==> config.mk <==
export PLATFORM = sky130hd
export DESIGN_NAME = rtc_seq
export DESIGN_NICKNAME = d
export VERILOG_FILES = /design/src/hw/rtc_pkg.sv /design/src/hw/rtc_cnt.sv /design/src/hw/rtc_sync.sv /design/src/hw/rtc_seq.sv
export VERILOG_INCLUDE_DIRS = /design/src /design/src/hw
export SDC_FILE = /design/constraint.sdc
export NUM_CORES = 1
export LEC_CHECK = 0
export BUFFER_PORTS_ARGS = -buffer_cell sky130_fd_sc_hd__buf_2
export CORE_MARGIN = 4
export CORE_UTILIZATION = 30
export DETAILED_ROUTE_END_ITERATION = 8
export RECOVER_POWER = 25
export SYNTH_ARGS = -nofsm -noshare
export SYNTH_HDL_FRONTEND = slang
export SYNTH_SLANG_ARGS = --single-unit
export TNS_END_PERCENT = 100
==> constraint.sdc <==
create_clock -name clk_sys_i -period 3.5 [get_ports clk_sys_i]
set_input_delay 0.35 -clock clk_sys_i [delete_from_list [all_inputs] [get_ports clk_sys_i]]
set_output_delay 0.35 -clock clk_sys_i [all_outputs]
set_load 0.02 [all_outputs]
==> src/hw/rtc_cfg.svh <==
// constants for the remote temperature conversion sequencer
// assumes a 10 MHz system clock; included by the sequencer file only
`ifndef RTC_CFG_SVH
`define RTC_CFG_SVH

`define RTC_CLK_HZ 10000000
`define RTC_PERIOD_MS 250
`define RTC_INTEG_MS 60
`define RTC_PERIOD_CYC ((`RTC_CLK_HZ / 1000) * `RTC_PERIOD_MS)
`define RTC_INTEG_CYC ((`RTC_CLK_HZ / 1000) * `RTC_INTEG_MS)

`define RTC_OFF_CONFIG 12'h000
`define RTC_OFF_MODE 12'h004
`define RTC_OFF_ONESHOT 12'h008
`define RTC_OFF_TEMP 12'h00C
`define RTC_OFF_STATUS 12'h010
`define RTC_OFF_ADC_RAW 12'h014

`define RTC_CFG_STOP_BIT 6
`define RTC_MODE_TLOOP_BIT 0
`define RTC_MODE_FLOOP_BIT 1
`define RTC_MODE_TRIM_LSB 2
`define RTC_MODE_TRIM_MSB 5

`define RTC_CONFIG_RST 8'h00
`define RTC_MODE_RST 8'h00
`define RTC_TEMP_RST 11'h000

`endif

==> src/hw/rtc_pkg.sv <==
// types shared by the conversion sequencer files
// no assumptions beyond a SystemVerilog package scope
package rtc_pkg;
  typedef enum logic [1:0] {
    RTC_IDLE = 2'b00,
    RTC_INTEG = 2'b01,
    RTC_DONE = 2'b10
  } rtc_state_t;
  typedef logic [10:0] rtc_temp_t;
endpackage

==> src/hw/rtc_cnt.sv <==
// free counter with synchronous restart and terminal flag
// assumes the caller restarts it when its interval must begin anew
`timescale 1ns/1ps
`default_nettype none
module rtc_cnt #(
  parameter int unsigned LIMIT = 16,
  parameter int unsigned W = 24
) (
  input wire logic clk_i,
  input wire logic rst_n_i,
  input wire logic clear_i,
  input wire logic run_i,
  output logic done_o
);
  logic [W-1:0] count_r;
  wire logic at_end = (count_r == W'(LIMIT - 1));

  always_ff @(posedge clk_i or negedge rst_n_i)
  begin
    if (!rst_n_i)
      count_r <= '0;
    else if (clear_i || !run_i || at_end)
      count_r <= '0;
    else
      count_r <= count_r + W'(1);
  end

  assign done_o = run_i && !clear_i && at_end;
endmodule
`default_nettype wire

==> src/hw/rtc_sync.sv <==
// two-flop synchroniser for a level from outside the clock domain
// assumes the level is slow compared with the clock
`timescale 1ns/1ps
`default_nettype none
module rtc_sync #(
  parameter logic RST_VAL = 1'b0
) (
  input wire logic clk_i,
  input wire logic rst_n_i,
  input wire logic d_i,
  output logic q_o
);
  logic meta_r;

  always_ff @(posedge clk_i or negedge rst_n_i)
  begin
    if (!rst_n_i)
    begin
      meta_r <= RST_VAL;
      q_o <= RST_VAL;
    end
    else
    begin
      meta_r <= d_i;
      q_o <= meta_r;
    end
  end
endmodule
`default_nettype wire

==> src/hw/rtc_seq.sv <==
// remote temperature conversion sequencer with apb register slave
// assumes an external integrating adc that accepts a gain trim and returns
// an 11-bit signed result when the integration window closes
//
// Behaviour
// RULE1 - result is 11-bit two's complement, lsb one eighth degree
// RULE2 - free-running mode starts a conversion every 250 ms
// RULE3 - config bit 6 clear enables periodic conversions, set disables them
// RULE4 - a single-shot write starts a conversion at once
// RULE5 - old result stays readable until the new conversion completes
// RULE6 - each measurement integrates for 60 ms
// RULE7 - each result goes to fan regulator and readable register
// RULE8 - mode bits 5 to 2 form the adc gain trim
// RULE9 - software can open thermal loop and fan loop separately
// RULE10 - standby during conversion aborts it, results keep old value
// RULE11 - single-shot works in software standby, ignored with standby pin low
// RULE12 - interval counter restarts when periodic mode is re-enabled
//
// Register access over APB and the address map were decided locally.
`timescale 1ns/1ps
`default_nettype none
`include "rtc_cfg.svh"
module rtc_seq #(
  parameter int unsigned PERIOD_CYC = `RTC_PERIOD_CYC,
  parameter int unsigned INTEG_CYC = `RTC_INTEG_CYC
) (
  input wire logic clk_sys_i,
  input wire logic reset_n_i,
  input wire logic psel_i,
  input wire logic penable_i,
  input wire logic pwrite_i,
  input wire logic [11:0] paddr_i,
  input wire logic [31:0] pwdata_i,
  input wire logic [3:0] pstrb_i,
  output logic [31:0] prdata_o,
  output logic pready_o,
  output logic pslverr_o,
  input wire logic standby_pin_n_i,
  input wire rtc_pkg::rtc_temp_t adc_result_i,
  output logic adc_integrate_o,
  output logic [3:0] adc_gain_trim_o,
  output rtc_pkg::rtc_temp_t fan_temp_o,
  output logic fan_temp_valid_o,
  output logic thermal_loop_open_o,
  output logic fan_loop_open_o
);
  import rtc_pkg::*;

  // ---------------------------------------------------------------
  // reset release and pin synchronisation
  // ---------------------------------------------------------------
  logic rst_meta_r;
  logic rst_n_r;

  always_ff @(posedge clk_sys_i or negedge reset_n_i)
  begin
    if (!reset_n_i)
    begin
      rst_meta_r <= 1'b0;
      rst_n_r <= 1'b0;
    end
    else
    begin
      rst_meta_r <= 1'b1;
      rst_n_r <= rst_meta_r;
    end
  end

  logic standby_pin_n_pin_n_s;

  // pin resets high so a board without the pin is not in standby
  rtc_sync #(
    .RST_VAL(1'b1)
  ) u_standby_pin_n_sync (
    .clk_i(clk_sys_i),
    .rst_n_i(rst_n_r),
    .d_i(standby_pin_n_i),
    .q_o(standby_pin_n_pin_n_s)
  );

  // ---------------------------------------------------------------
  // apb decode
  // ---------------------------------------------------------------
  logic [7:0] config_r;
  logic [7:0] mode_r;
  rtc_temp_t temp_r;
  rtc_temp_t raw_r;
  rtc_state_t state_r;
  rtc_state_t state_nxt;

  // single-cycle access: pready is high in every access phase
  wire logic access = psel_i && penable_i;
  wire logic wr_acc = access && pwrite_i;
  wire logic sel_config = (paddr_i == `RTC_OFF_CONFIG);
  wire logic sel_mode = (paddr_i == `RTC_OFF_MODE);
  wire logic sel_oneshot = (paddr_i == `RTC_OFF_ONESHOT);
  wire logic sel_temp = (paddr_i == `RTC_OFF_TEMP);
  wire logic sel_status = (paddr_i == `RTC_OFF_STATUS);
  wire logic sel_raw = (paddr_i == `RTC_OFF_ADC_RAW);
  wire logic mapped = sel_config || sel_mode || sel_oneshot || sel_temp || sel_status || sel_raw;
  wire logic wr_config = wr_acc && sel_config && pstrb_i[0];
  wire logic wr_mode = wr_acc && sel_mode && pstrb_i[0];
  wire logic wr_oneshot = wr_acc && sel_oneshot;
  // read-only registers refuse writes as well as unmapped addresses
  wire logic bad_acc = access && (!mapped || (pwrite_i && (sel_temp || sel_status || sel_raw)));

  // status: bit 2 pin standby, bits 1:0 sequencer state
  wire logic [31:0] status_word = {29'h0000000, !standby_pin_n_pin_n_s, state_r};
  wire logic [31:0] rd_word =
    sel_config ? {24'h000000, config_r} :
    sel_mode ? {24'h000000, mode_r} :
    sel_temp ? {{21{temp_r[10]}}, temp_r} :
    sel_status ? status_word :
    sel_raw ? {21'h000000, raw_r} :
    32'h00000000;

  // ---------------------------------------------------------------
  // apb response
  // ---------------------------------------------------------------
  // the answer is decoded in the setup cycle and registered, so pready,
  // pslverr and read data all stand together in the access cycle
  wire logic setup_cyc = psel_i && !penable_i;
  wire logic rd_setup = setup_cyc && !pwrite_i;
  // a read-only register written still counts as an error
  wire logic mapped_setup = mapped && !(pwrite_i && (sel_temp || sel_status || sel_raw));

  always_ff @(posedge clk_sys_i or negedge rst_n_r)
  begin
    if (!rst_n_r)
    begin
      prdata_o <= 32'h00000000;
      pready_o <= 1'b0;
      pslverr_o <= 1'b0;
    end
    else
    begin
      pready_o <= setup_cyc;
      pslverr_o <= setup_cyc && !mapped_setup;
      prdata_o <= rd_setup ? rd_word : prdata_o;
    end
  end

  // ---------------------------------------------------------------
  // control registers
  // ---------------------------------------------------------------
  always_ff @(posedge clk_sys_i or negedge rst_n_r)
  begin
    if (!rst_n_r)
      config_r <= `RTC_CONFIG_RST;
    else if (wr_config && pready_o && !bad_acc)
      config_r <= pwdata_i[7:0];
  end

  always_ff @(posedge clk_sys_i or negedge rst_n_r)
  begin
    if (!rst_n_r)
      mode_r <= `RTC_MODE_RST;
    else if (wr_mode && pready_o && !bad_acc)
      mode_r <= pwdata_i[7:0];
  end

  // ---------------------------------------------------------------
  // scheduling
  // ---------------------------------------------------------------
  // RULE3 periodic enable bit
  wire logic sw_stop = config_r[`RTC_CFG_STOP_BIT];
  wire logic hw_standby_pin_n = !standby_pin_n_pin_n_s;
  wire logic periodic_en = !sw_stop && !hw_standby_pin_n;
  logic periodic_en_q_r;
  // RULE12 restart on re-enable
  wire logic periodic_restart = periodic_en && !periodic_en_q_r;
  logic tick;

  // 24 bits hold the full interval count; it keeps running through a
  // conversion so the spacing is measured from start to start
  // RULE2 250 ms interval
  rtc_cnt #(
    .LIMIT(PERIOD_CYC),
    .W(24)
  ) u_period (
    .clk_i(clk_sys_i),
    .rst_n_i(rst_n_r),
    .clear_i(periodic_restart),
    .run_i(periodic_en),
    .done_o(tick)
  );

  // RULE4 single-shot start
  // RULE11 pin standby blocks one-shot
  wire logic oneshot_go = wr_oneshot && pready_o && !hw_standby_pin_n;
  logic oneshot_run_r;
  // RULE10 abort on standby
  // software stop spares a one-shot, otherwise standby could never sample
  wire logic abort = (state_r == RTC_INTEG) && (hw_standby_pin_n || (sw_stop && !oneshot_run_r));
  // starts that arrive while busy are dropped: only idle accepts one
  wire logic start = tick || oneshot_go;
  logic integ_done;

  // RULE6 60 ms window
  rtc_cnt #(
    .LIMIT(INTEG_CYC),
    .W(24)
  ) u_integ (
    .clk_i(clk_sys_i),
    .rst_n_i(rst_n_r),
    .clear_i(1'b0),
    .run_i(state_r == RTC_INTEG && !abort),
    .done_o(integ_done)
  );

  // ---------------------------------------------------------------
  // conversion state machine
  // ---------------------------------------------------------------
  always_comb
  begin
    state_nxt = state_r;
    case (state_r)
      RTC_IDLE:
      begin
        if (start)
          state_nxt = RTC_INTEG;
      end
      RTC_INTEG:
      begin
        if (abort)
          state_nxt = RTC_IDLE;
        else if (integ_done)
          state_nxt = RTC_DONE;
      end
      RTC_DONE:
        state_nxt = RTC_IDLE;
      default:
        state_nxt = RTC_IDLE;
    endcase
  end

  always_ff @(posedge clk_sys_i or negedge rst_n_r)
  begin
    if (!rst_n_r)
    begin
      state_r <= RTC_IDLE;
      periodic_en_q_r <= 1'b0;
      oneshot_run_r <= 1'b0;
      raw_r <= `RTC_TEMP_RST;
    end
    else
    begin
      state_r <= state_nxt;
      periodic_en_q_r <= periodic_en;
      if (state_r == RTC_IDLE && start)
        oneshot_run_r <= oneshot_go;
      if (integ_done)
        raw_r <= adc_result_i;
    end
  end

  // ---------------------------------------------------------------
  // result publishing
  // ---------------------------------------------------------------
  // RULE5 update only at end
  // RULE1 signed eighth-degree word
  // RULE7 register and fan path
  always_ff @(posedge clk_sys_i or negedge rst_n_r)
  begin
    if (!rst_n_r)
    begin
      temp_r <= `RTC_TEMP_RST;
      fan_temp_o <= `RTC_TEMP_RST;
      fan_temp_valid_o <= 1'b0;
    end
    else
    begin
      // strobe rises with the new word so the regulator never sees stale data
      fan_temp_valid_o <= (state_r == RTC_DONE);
      if (state_r == RTC_DONE)
      begin
        temp_r <= raw_r;
        fan_temp_o <= raw_r;
      end
    end
  end

  // mode fields decoded once so the output flops stay plain copies
  wire logic [3:0] trim_field = mode_r[`RTC_MODE_TRIM_MSB:`RTC_MODE_TRIM_LSB];
  wire logic tloop_open = mode_r[`RTC_MODE_TLOOP_BIT];
  wire logic floop_open = mode_r[`RTC_MODE_FLOOP_BIT];

  // RULE8 gain trim field
  // RULE9 loop open controls
  always_ff @(posedge clk_sys_i or negedge rst_n_r)
  begin
    if (!rst_n_r)
    begin
      adc_integrate_o <= 1'b0;
      adc_gain_trim_o <= 4'h0;
      thermal_loop_open_o <= 1'b0;
      fan_loop_open_o <= 1'b0;
    end
    else
    begin
      adc_integrate_o <= (state_nxt == RTC_INTEG);
      adc_gain_trim_o <= trim_field;
      thermal_loop_open_o <= tloop_open;
      fan_loop_open_o <= floop_open;
    end
  end
endmodule
`default_nettype wire

==> results of run 1 <==
==> layout make-up <==
class / instances / area (sq um) / area share [%]
sequential: 116 / 2905 / 43.10
tap: 229 / 286.5 / 4.251
multi-input combinational: 336 / 2350 / 34.86
timing repair buffer: 98 / 519.2 / 7.704
clock buffer: 17 / 425.4 / 6.311
clock inverter: 15 / 220.2 / 3.267
inverter: 9 / 33.78 / 0.5012
==> power groups by stage <==
| stage | Clock, mW | Combinational (mW) | Sequential [mW] |
|---|---|---|---|
| after detailed placement | 0 | 0.0850 | 1.39 |
| after global placement | 0 | 0.0830 | 1.39 |
| final | 1.89 | 0.0849 | 1.36 |
| after floorplan | 0 | 0.0312 | 1.39 |
| after global routing | 1.98 | 0.0942 | 1.36 |
| after CTS | 1.93 | 0.0865 | 1.36 |
==> worst paths after layout <==
path | start | endpoint | slack, ns | cells past startpoint
worst max-delay path | u_integ.count_r[2] | u_integ.count_r[17] | 1.34 | 4
worst min-delay path | standby_pin_n_i | u_standby_pin_n_sync.meta_r | 0.03 | 1
max in group asynchronous | rst_n_r | temp_r[0] | 1.35 | 0
worst max register to register | u_integ.count_r[2] | u_integ.count_r[17] | 1.34 | 4
worst min register to register | rst_meta_r | rst_n_r | 0.36 | 0
min in group asynchronous | reset_n_i | rst_meta_r | 0.25 | 2
==> worst reg2reg max path: stages (launching register included) <==
cell and delay, ns:
dfrtp_1 0.41, and4_1 0.48, nand3_1 0.39, or4_1 0.58
a211oi_1 0.23
==> cells in the final DEF, fill, tap and decap left out, types with 3 or more instances in the layout <==
cell type,netlist,routed
dfrtp_1,114,114
buf_2,4,85
mux2_2,38,38
nand2_1,28,28
nor2_1,24,24
nand4_1,21,21
nor3_1,21,21
o21ai_0,20,20
nand3_1,18,18
clkbuf_16,0,17
xor2_1,14,14
xnor2_1,12,12
a21oi_1,12,12
or4_1,11,11
o31ai_1,10,10
nand2b_1,10,10
a211oi_1,10,10
or3_1,10,10
inv_1,9,9
nor4b_1,6,6
nor4_1,6,6
nor3b_1,6,6
a22oi_1,6,6
buf_4,20,6
and4_1,5,5
and2_1,6,5
mux2i_1,5,5
clkbuf_1,20,5
inv_6,0,4
clkinv_4,0,4
bufinv_16,0,4
nand4b_1,3,3
a31oi_1,3,3
a22o_1,3,3
==> sequential cells by signal, summed over array words and instances, names as in the netlist <==
name,flops
adc_gain_trim_o,4
fan_temp_valid_o,1
fan_loop_open_o,1
pready_o,1
pslverr_o,1
periodic_en_q_r,1
mode_r,8
temp_r,11
oneshot_run_r,1
state_r,2
rst_meta_r,1
rst_n_r,1
raw_r,11
u_standby_pin_n_sync.meta_r,1
u_period.count_r,24
u_standby_pin_n_sync.q_o,1
config_r,8
prdata_o,12
u_integ.count_r,24
thermal_loop_open_o,1
adc_integrate_o,1
==> Yosys cell counts (3+ instances only) <==
library cell	n
dfrtp_1	114
mux2_2	38
nand2_1	28
nor2_1	24
nand4_1	21
nor3_1	21
buf_4	20
clkbuf_1	20
o21ai_0	20
nand3_1	18
xor2_1	14
a21oi_1	12
xnor2_1	12
or4_1	11
a211oi_1	10
nand2b_1	10
o31ai_1	10
or3_1	10
inv_1	9
a22oi_1	6
and2_1	6
nor3b_1	6
nor4_1	6
nor4b_1	6
and4_1	5
mux2i_1	5
buf_2	4
a22o_1	3
a31oi_1	3
nand4b_1	3
==> through the flow <==
step | instance area, sq um | utilization (%) | worst slack, ns | hold WS [ns] | power (mW)
2_1_floorplan | 5539 | - | 0.03261 | 0.05441 | 1.425
3_3_place_gp | 6095 | 33.70 | 1.044 | 0.1359 | 1.469
3_5_place_dp | 6095 | 33.70 | 0.9911 | 0.1376 | 1.472
4_1_cts | 6750 | 37.32 | 1.359 | 0.02105 | 3.376
5_1_grt | 6740 | 37.27 | 0.8268 | 0.01769 | 3.443
6_report | 6740 | 37.27 | 1.341 | 0.03467 | 3.340
==> cell families after synthesis <==
kind of cell               count (synthesis)  synth area share (%)
and+or+nand+nor                          190                 20.51
DFF                                      116                 52.45
AOI/OAI and AO/OA                         74                 8.652
buffers and inverters                     54                 5.127
muxes                                     43                 8.629
xor gates and xnor gates                  26                 4.111
adders and majority gates                  2                0.4517
other                                      1               0.06770
==> routing by layer <==
metal	up-vias	part of all wire, %	track usage, %
li1	1990	-	-
met1	2148	47	18.41
met2	111	48	19.89
met3	7	4.7	3.627
met4	0	0.56	3.419
met5	-	0	0
==> timing repair <==
item,CTS,global route
hold buffers,1,0
endpoints found under the setup margin,0,0
hold endpoints to repair,2,0
==> flow_summary.json, run 1 <==
{
  "switching_share_pct": 22.41,
  "finalNonFillerCells": 820,
  "vias_per_cell": 5.190,
  "report.final.hold_viol_count": 0,
  "clock_path_buffers": 2,
  "synth-seq-cells": 116,
  "grt.total_usage_pct": 13.07,
  "start_util_pct": 30.63,
  "power_leakage_nw": 3.013,
  "path_max_fanout": 12,
  "wl_per_cell_microns": 16.23,
  "die_w_microns": 143.9,
  "period_minus_slack_ns": 2.159,
  "synth_cell_type_count": 52,
  "ys.flop_type": "dfrtp_1",
  "clock_sinks": 116,
  "antenna_found_initial": 0,
  "clk_latency_ns": 0.41,
  "first_pass_iters": 4,
  "tritoncts": "done",
  "cp_top_family": "simple AND/OR/NAND/NOR gates",
  "synth_nets": 573,
  "synth_edf_count": 0,
  "dp_hpwl_mm": 9.258,
  "io_pins": 118,
  "drv_cap": 1,
  "synthToLayoutAreaGrowth_pct": 21.69,
  "drc": 0,
  "setup-violations-final": 0,
  "finalSetupTns_ns": 0,
  "post_cts_resized": 0,
  "rows": 49,
  "nNetsFinal": 645,
  "cts_buffers": 17,
  "synthesis.area_sq_um": 5539,
  "dp_cells": 787,
  "cp_cell_sequence": "and4_1 > nand3_1 > or4_1 > a211oi_1",
  "cts-root-buf": "clkbuf_16",
  "drt_iter0_drc": 372,
  "die_y_microns": 143.9,
  "p_clk_share_pct": 56.7,
  "period_share_pct": 61.69,
  "cpPeakStageDelay_ns": 0.57,
  "relSlewSlack_pct": -43.08,
  "violations": "max-capacitance violations, max-slew violations",
  "slew_violations": 52,
  "synth_top_area_cell": "dfrtp_1",
  "pwr_density_cell_nw_per_um2": 495.6,
  "cp-start-kind": "flop",
  "grt_pass1_vias": 4112,
  "dieArea_sq_um": 20700,
  "worst_pin_slew_ns": 2.146,
  "synth_area_leaders": "dfrtp_1 (52%), mux2_2 (7.7%), buf_4 (2.7%), nand4_1 (2.4%), xor2_1 (2.2%)",
  "p_seq_share_pct": 40.8,
  "ant_nets": 0,
  "place.gp.congestion": 0.8403,
  "ys_warn_count": 0,
  "rsz0062_at_grt": "false",
  "fill_cells": 1752,
  "cts_setup_buffers": 0,
  "core_sq_um": 18090,
  "clk_pin_slew_ns": 0.06,
  "grt_start_max_net_pins": 64,
  "pwr-share-comb_pct": 2.5,
  "diodes": 0,
  "power.internal_mw": 2.592,
  "synth_top_area_share_pct": 51.50,
  "crit_arrival_ns": 2.48,
  "num_vias": 4256,
  "peakVddDrop_v": 0.0003687,
  "synth-seq-area-share_pct": 52.45,
  "crit_slowest_cell": "or4_1",
  "required_ns": 3.82,
  "drt-total-wl_mm": 13.31,
  "critPathKind": "reg -> reg",
  "ctsHtreeMaxLevel": 4,
  "layout-drive-gt1-share_pct": 28.76,
  "hp-class": "in -> reg",
  "skew_ns": 0.007984,
  "timing.fmax_mhz": 463.1,
  "async_reset_ff_share_pct": 100.0,
  "cp_num_buf_inv": 0,
  "syn_avg_cell_area_sq_um": 10.95,
  "grt_pass1_wl_mm": 21.71,
  "gr-total-overflow": 0,
  "outcome": "finished with violations",
  "p_switching_uw": 748.7,
  "synthCells": 506,
  "port_buffers": 90,
  "endpoint_kind": "flop"
}
Note: power is estimated with default switching activity, not from simulation.
==> run 2: changes to the inputs <==
==> constraint.sdc (replaced) <==
create_clock -name clk_sys_i -period 1.97 [get_ports clk_sys_i]
set_input_delay 0.197 -clock clk_sys_i [delete_from_list [all_inputs] [get_ports clk_sys_i]]
set_output_delay 0.197 -clock clk_sys_i [all_outputs]
set_load 0.02 [all_outputs]
==> flow_summary.json, run 2 (synthesis results as in run 1) <==
{
  "relSlewSlack_pct": 42.00,
  "rows": 49,
  "skew_ns": 0.006956,
  "ctsHtreeMaxLevel": 4,
  "grt_pass1_wl_mm": 22.06,
  "post_dp_cell_area_sq_um": 6340,
  "first_pass_iters": 5,
  "worst_pin_slew_ns": 0.8700,
  "drt-met1-wl_mm": 6.387,
  "clk_latency_ns": 0.41,
  "finalNonFillerCells": 853,
  "drt-total-wl_mm": 13.46,
  "layout_commonest_cell": "dfrtp_1",
  "dp_hpwl_mm": 9.771,
  "die_y_microns": 143.9,
  "place.gp.congestion": 0.8105,
  "cts-root-buf": "clkbuf_16",
  "setup-violations-final": 0,
  "drv_cap": 0,
  "diodes": 0,
  "cp_top_family": "simple AND/OR/NAND/NOR gates",
  "grt_pass1_vias": 4229,
  "path_max_fanout": 7,
  "num_vias": 4283,
  "final_cell_mix": "dfrtp_1 (112), buf_2 (88), mux2_2 (38), buf_4 (36), nand2_1 (28)",
  "grt_start_max_net_pins": 44,
  "start_util_pct": 30.63,
  "vias_per_cell": 5.021,
  "layout-drive-gt1-share_pct": 34.13,
  "timing.fmax_mhz": 534.0,
  "met2_length_mm": 6.365,
  "crit_arrival_ns": 2.21,
  "cp-start-kind": "flop",
  "report.final.hold_viol_count": 0,
  "peakVddDrop_v": 0.0006796,
  "period_minus_slack_ns": 1.873,
  "port_buffers": 90,
  "drc": 0,
  "antenna_found_initial": 0,
  "clock_sinks": 116,
  "finalInstanceArea_sq_um": 6989,
  "endpoint_kind": "flop",
  "io_pins": 118,
  "die_w_microns": 143.9,
  "pwr_density_cell_nw_per_um2": 832.5,
  "core_sq_um": 18090,
  "cp_cell_sequence": "nand4_1 > or4_4 > or4_1 > a21oi_1",
  "required_ns": 2.31,
  "grt.total_usage_pct": 13.38,
  "cts_buffers": 17,
  "wl_met3_microns": 584,
  "ant_nets": 0,
  "cts_setup_buffers": 0,
  "dp_cells": 818,
  "clock_path_buffers": 2,
  "regToRegSetupSlack_ns": 0.1,
  "wl_per_cell_microns": 15.78,
  "critPathKind": "reg -> reg",
  "clk_pin_slew_ns": 0.06,
  "fill_cells": 1738,
  "gr-total-overflow": 0,
  "dieArea_sq_um": 20700,
  "top_layer_used": "met4",
  "crit_slowest_cell": "or4_4",
  "period_share_pct": 95.06,
  "hp-class": "in -> reg",
  "power_leakage_nw": 3.168,
  "tritoncts": "done",
  "outcome": "finished, final reports clean",
  "nNetsFinal": 678,
  "cp_num_buf_inv": 0,
  "synthToLayoutAreaGrowth_pct": 26.18,
  "slew_violations": 0,
  "cpPeakStageDelay_ns": 0.62,
  "reg.largest.list": "u_integ.count_r (24), u_period.count_r (24), prdata_o (12)",
  "drt_iter0_drc": 273
}
-- run 2: cell count changes in the layout (fill, tap and decap cells not counted), moves of 3 or more --
cell	change
clkbuf_1	-3
inv_6	+3
buf_2	+3
buf_4	+30
-- run 2: layout make-up --
class	count	area (sq um)	area share (%)
flip-flops and latches	116	2908	41.60
well taps	229	286.5	4.100
multi-input cells	336	2382	34.09
repair buffers	131	760.7	10.88
clock inverters	15	192.7	2.757
clock buffers	17	425.4	6.087
inverters	9	33.78	0.4834
-- run 2: metal layers --
| layer | track usage [%] | vias up |
|---|---|---|
| li1 | - | 2048 |
| met3 | 2.895 | 10 |
| met5 | 0 | - |
| met1 | 18.83 | 2113 |
| met4 | 3.717 | 0 |
| met2 | 20.85 | 112 |
-- run 2: per-stage QoR --
step | hold slack [ns] | TNS, ns | utilization (%) | setup WS, ns | power [mW]
after floorplan | -0.09859 | 0 | - | 0.03320 | 2.532
after global placement | -0.01710 | 0 | 35.05 | 0.04980 | 2.629
after detailed placement | -0.01602 | 0 | 35.05 | 0.01386 | 2.635
after CTS | 0.003487 | 0 | 38.58 | 0.01557 | 5.878
after global routing | -0.002102 | -0.01572 | 38.64 | -0.01572 | 6.022
final | 0.01935 | 0 | 38.64 | 0.09741 | 5.819
-- run 2: path summary, 6_finish.rpt --
path,end,cells past startpoint,startpoint
setup reg to reg,u_period.count_r[23],4,u_period.count_r[11]
hold reg to reg,prdata_o[5],0,rst_n_r
min in group asynchronous,rst_meta_r,2,reset_n_i
hold / removal,raw_r[4],2,adc_result_i[4]
setup / recovery,u_period.count_r[23],4,u_period.count_r[11]
max in group asynchronous,temp_r[0],1,rst_n_r
-- run 2: power breakdown --
part | switching (mW) | internal (mW) | total (mW)
Combinational | 0.116 | 0.0643 | 0.180
Clock | 1.21 | 2.02 | 3.24
Sequential | 0.0102 | 2.39 | 2.40
-- run 2: timing repair --
| item | 4_1_cts | 5_1_grt |
|---|---|---|
| resized for setup | 0 | 10 |
| endpoints found under the hold margin | 3 | 1 |
| hold buffers | 2 | 1 |
| endpoints found under the setup margin | 0 | 26 |
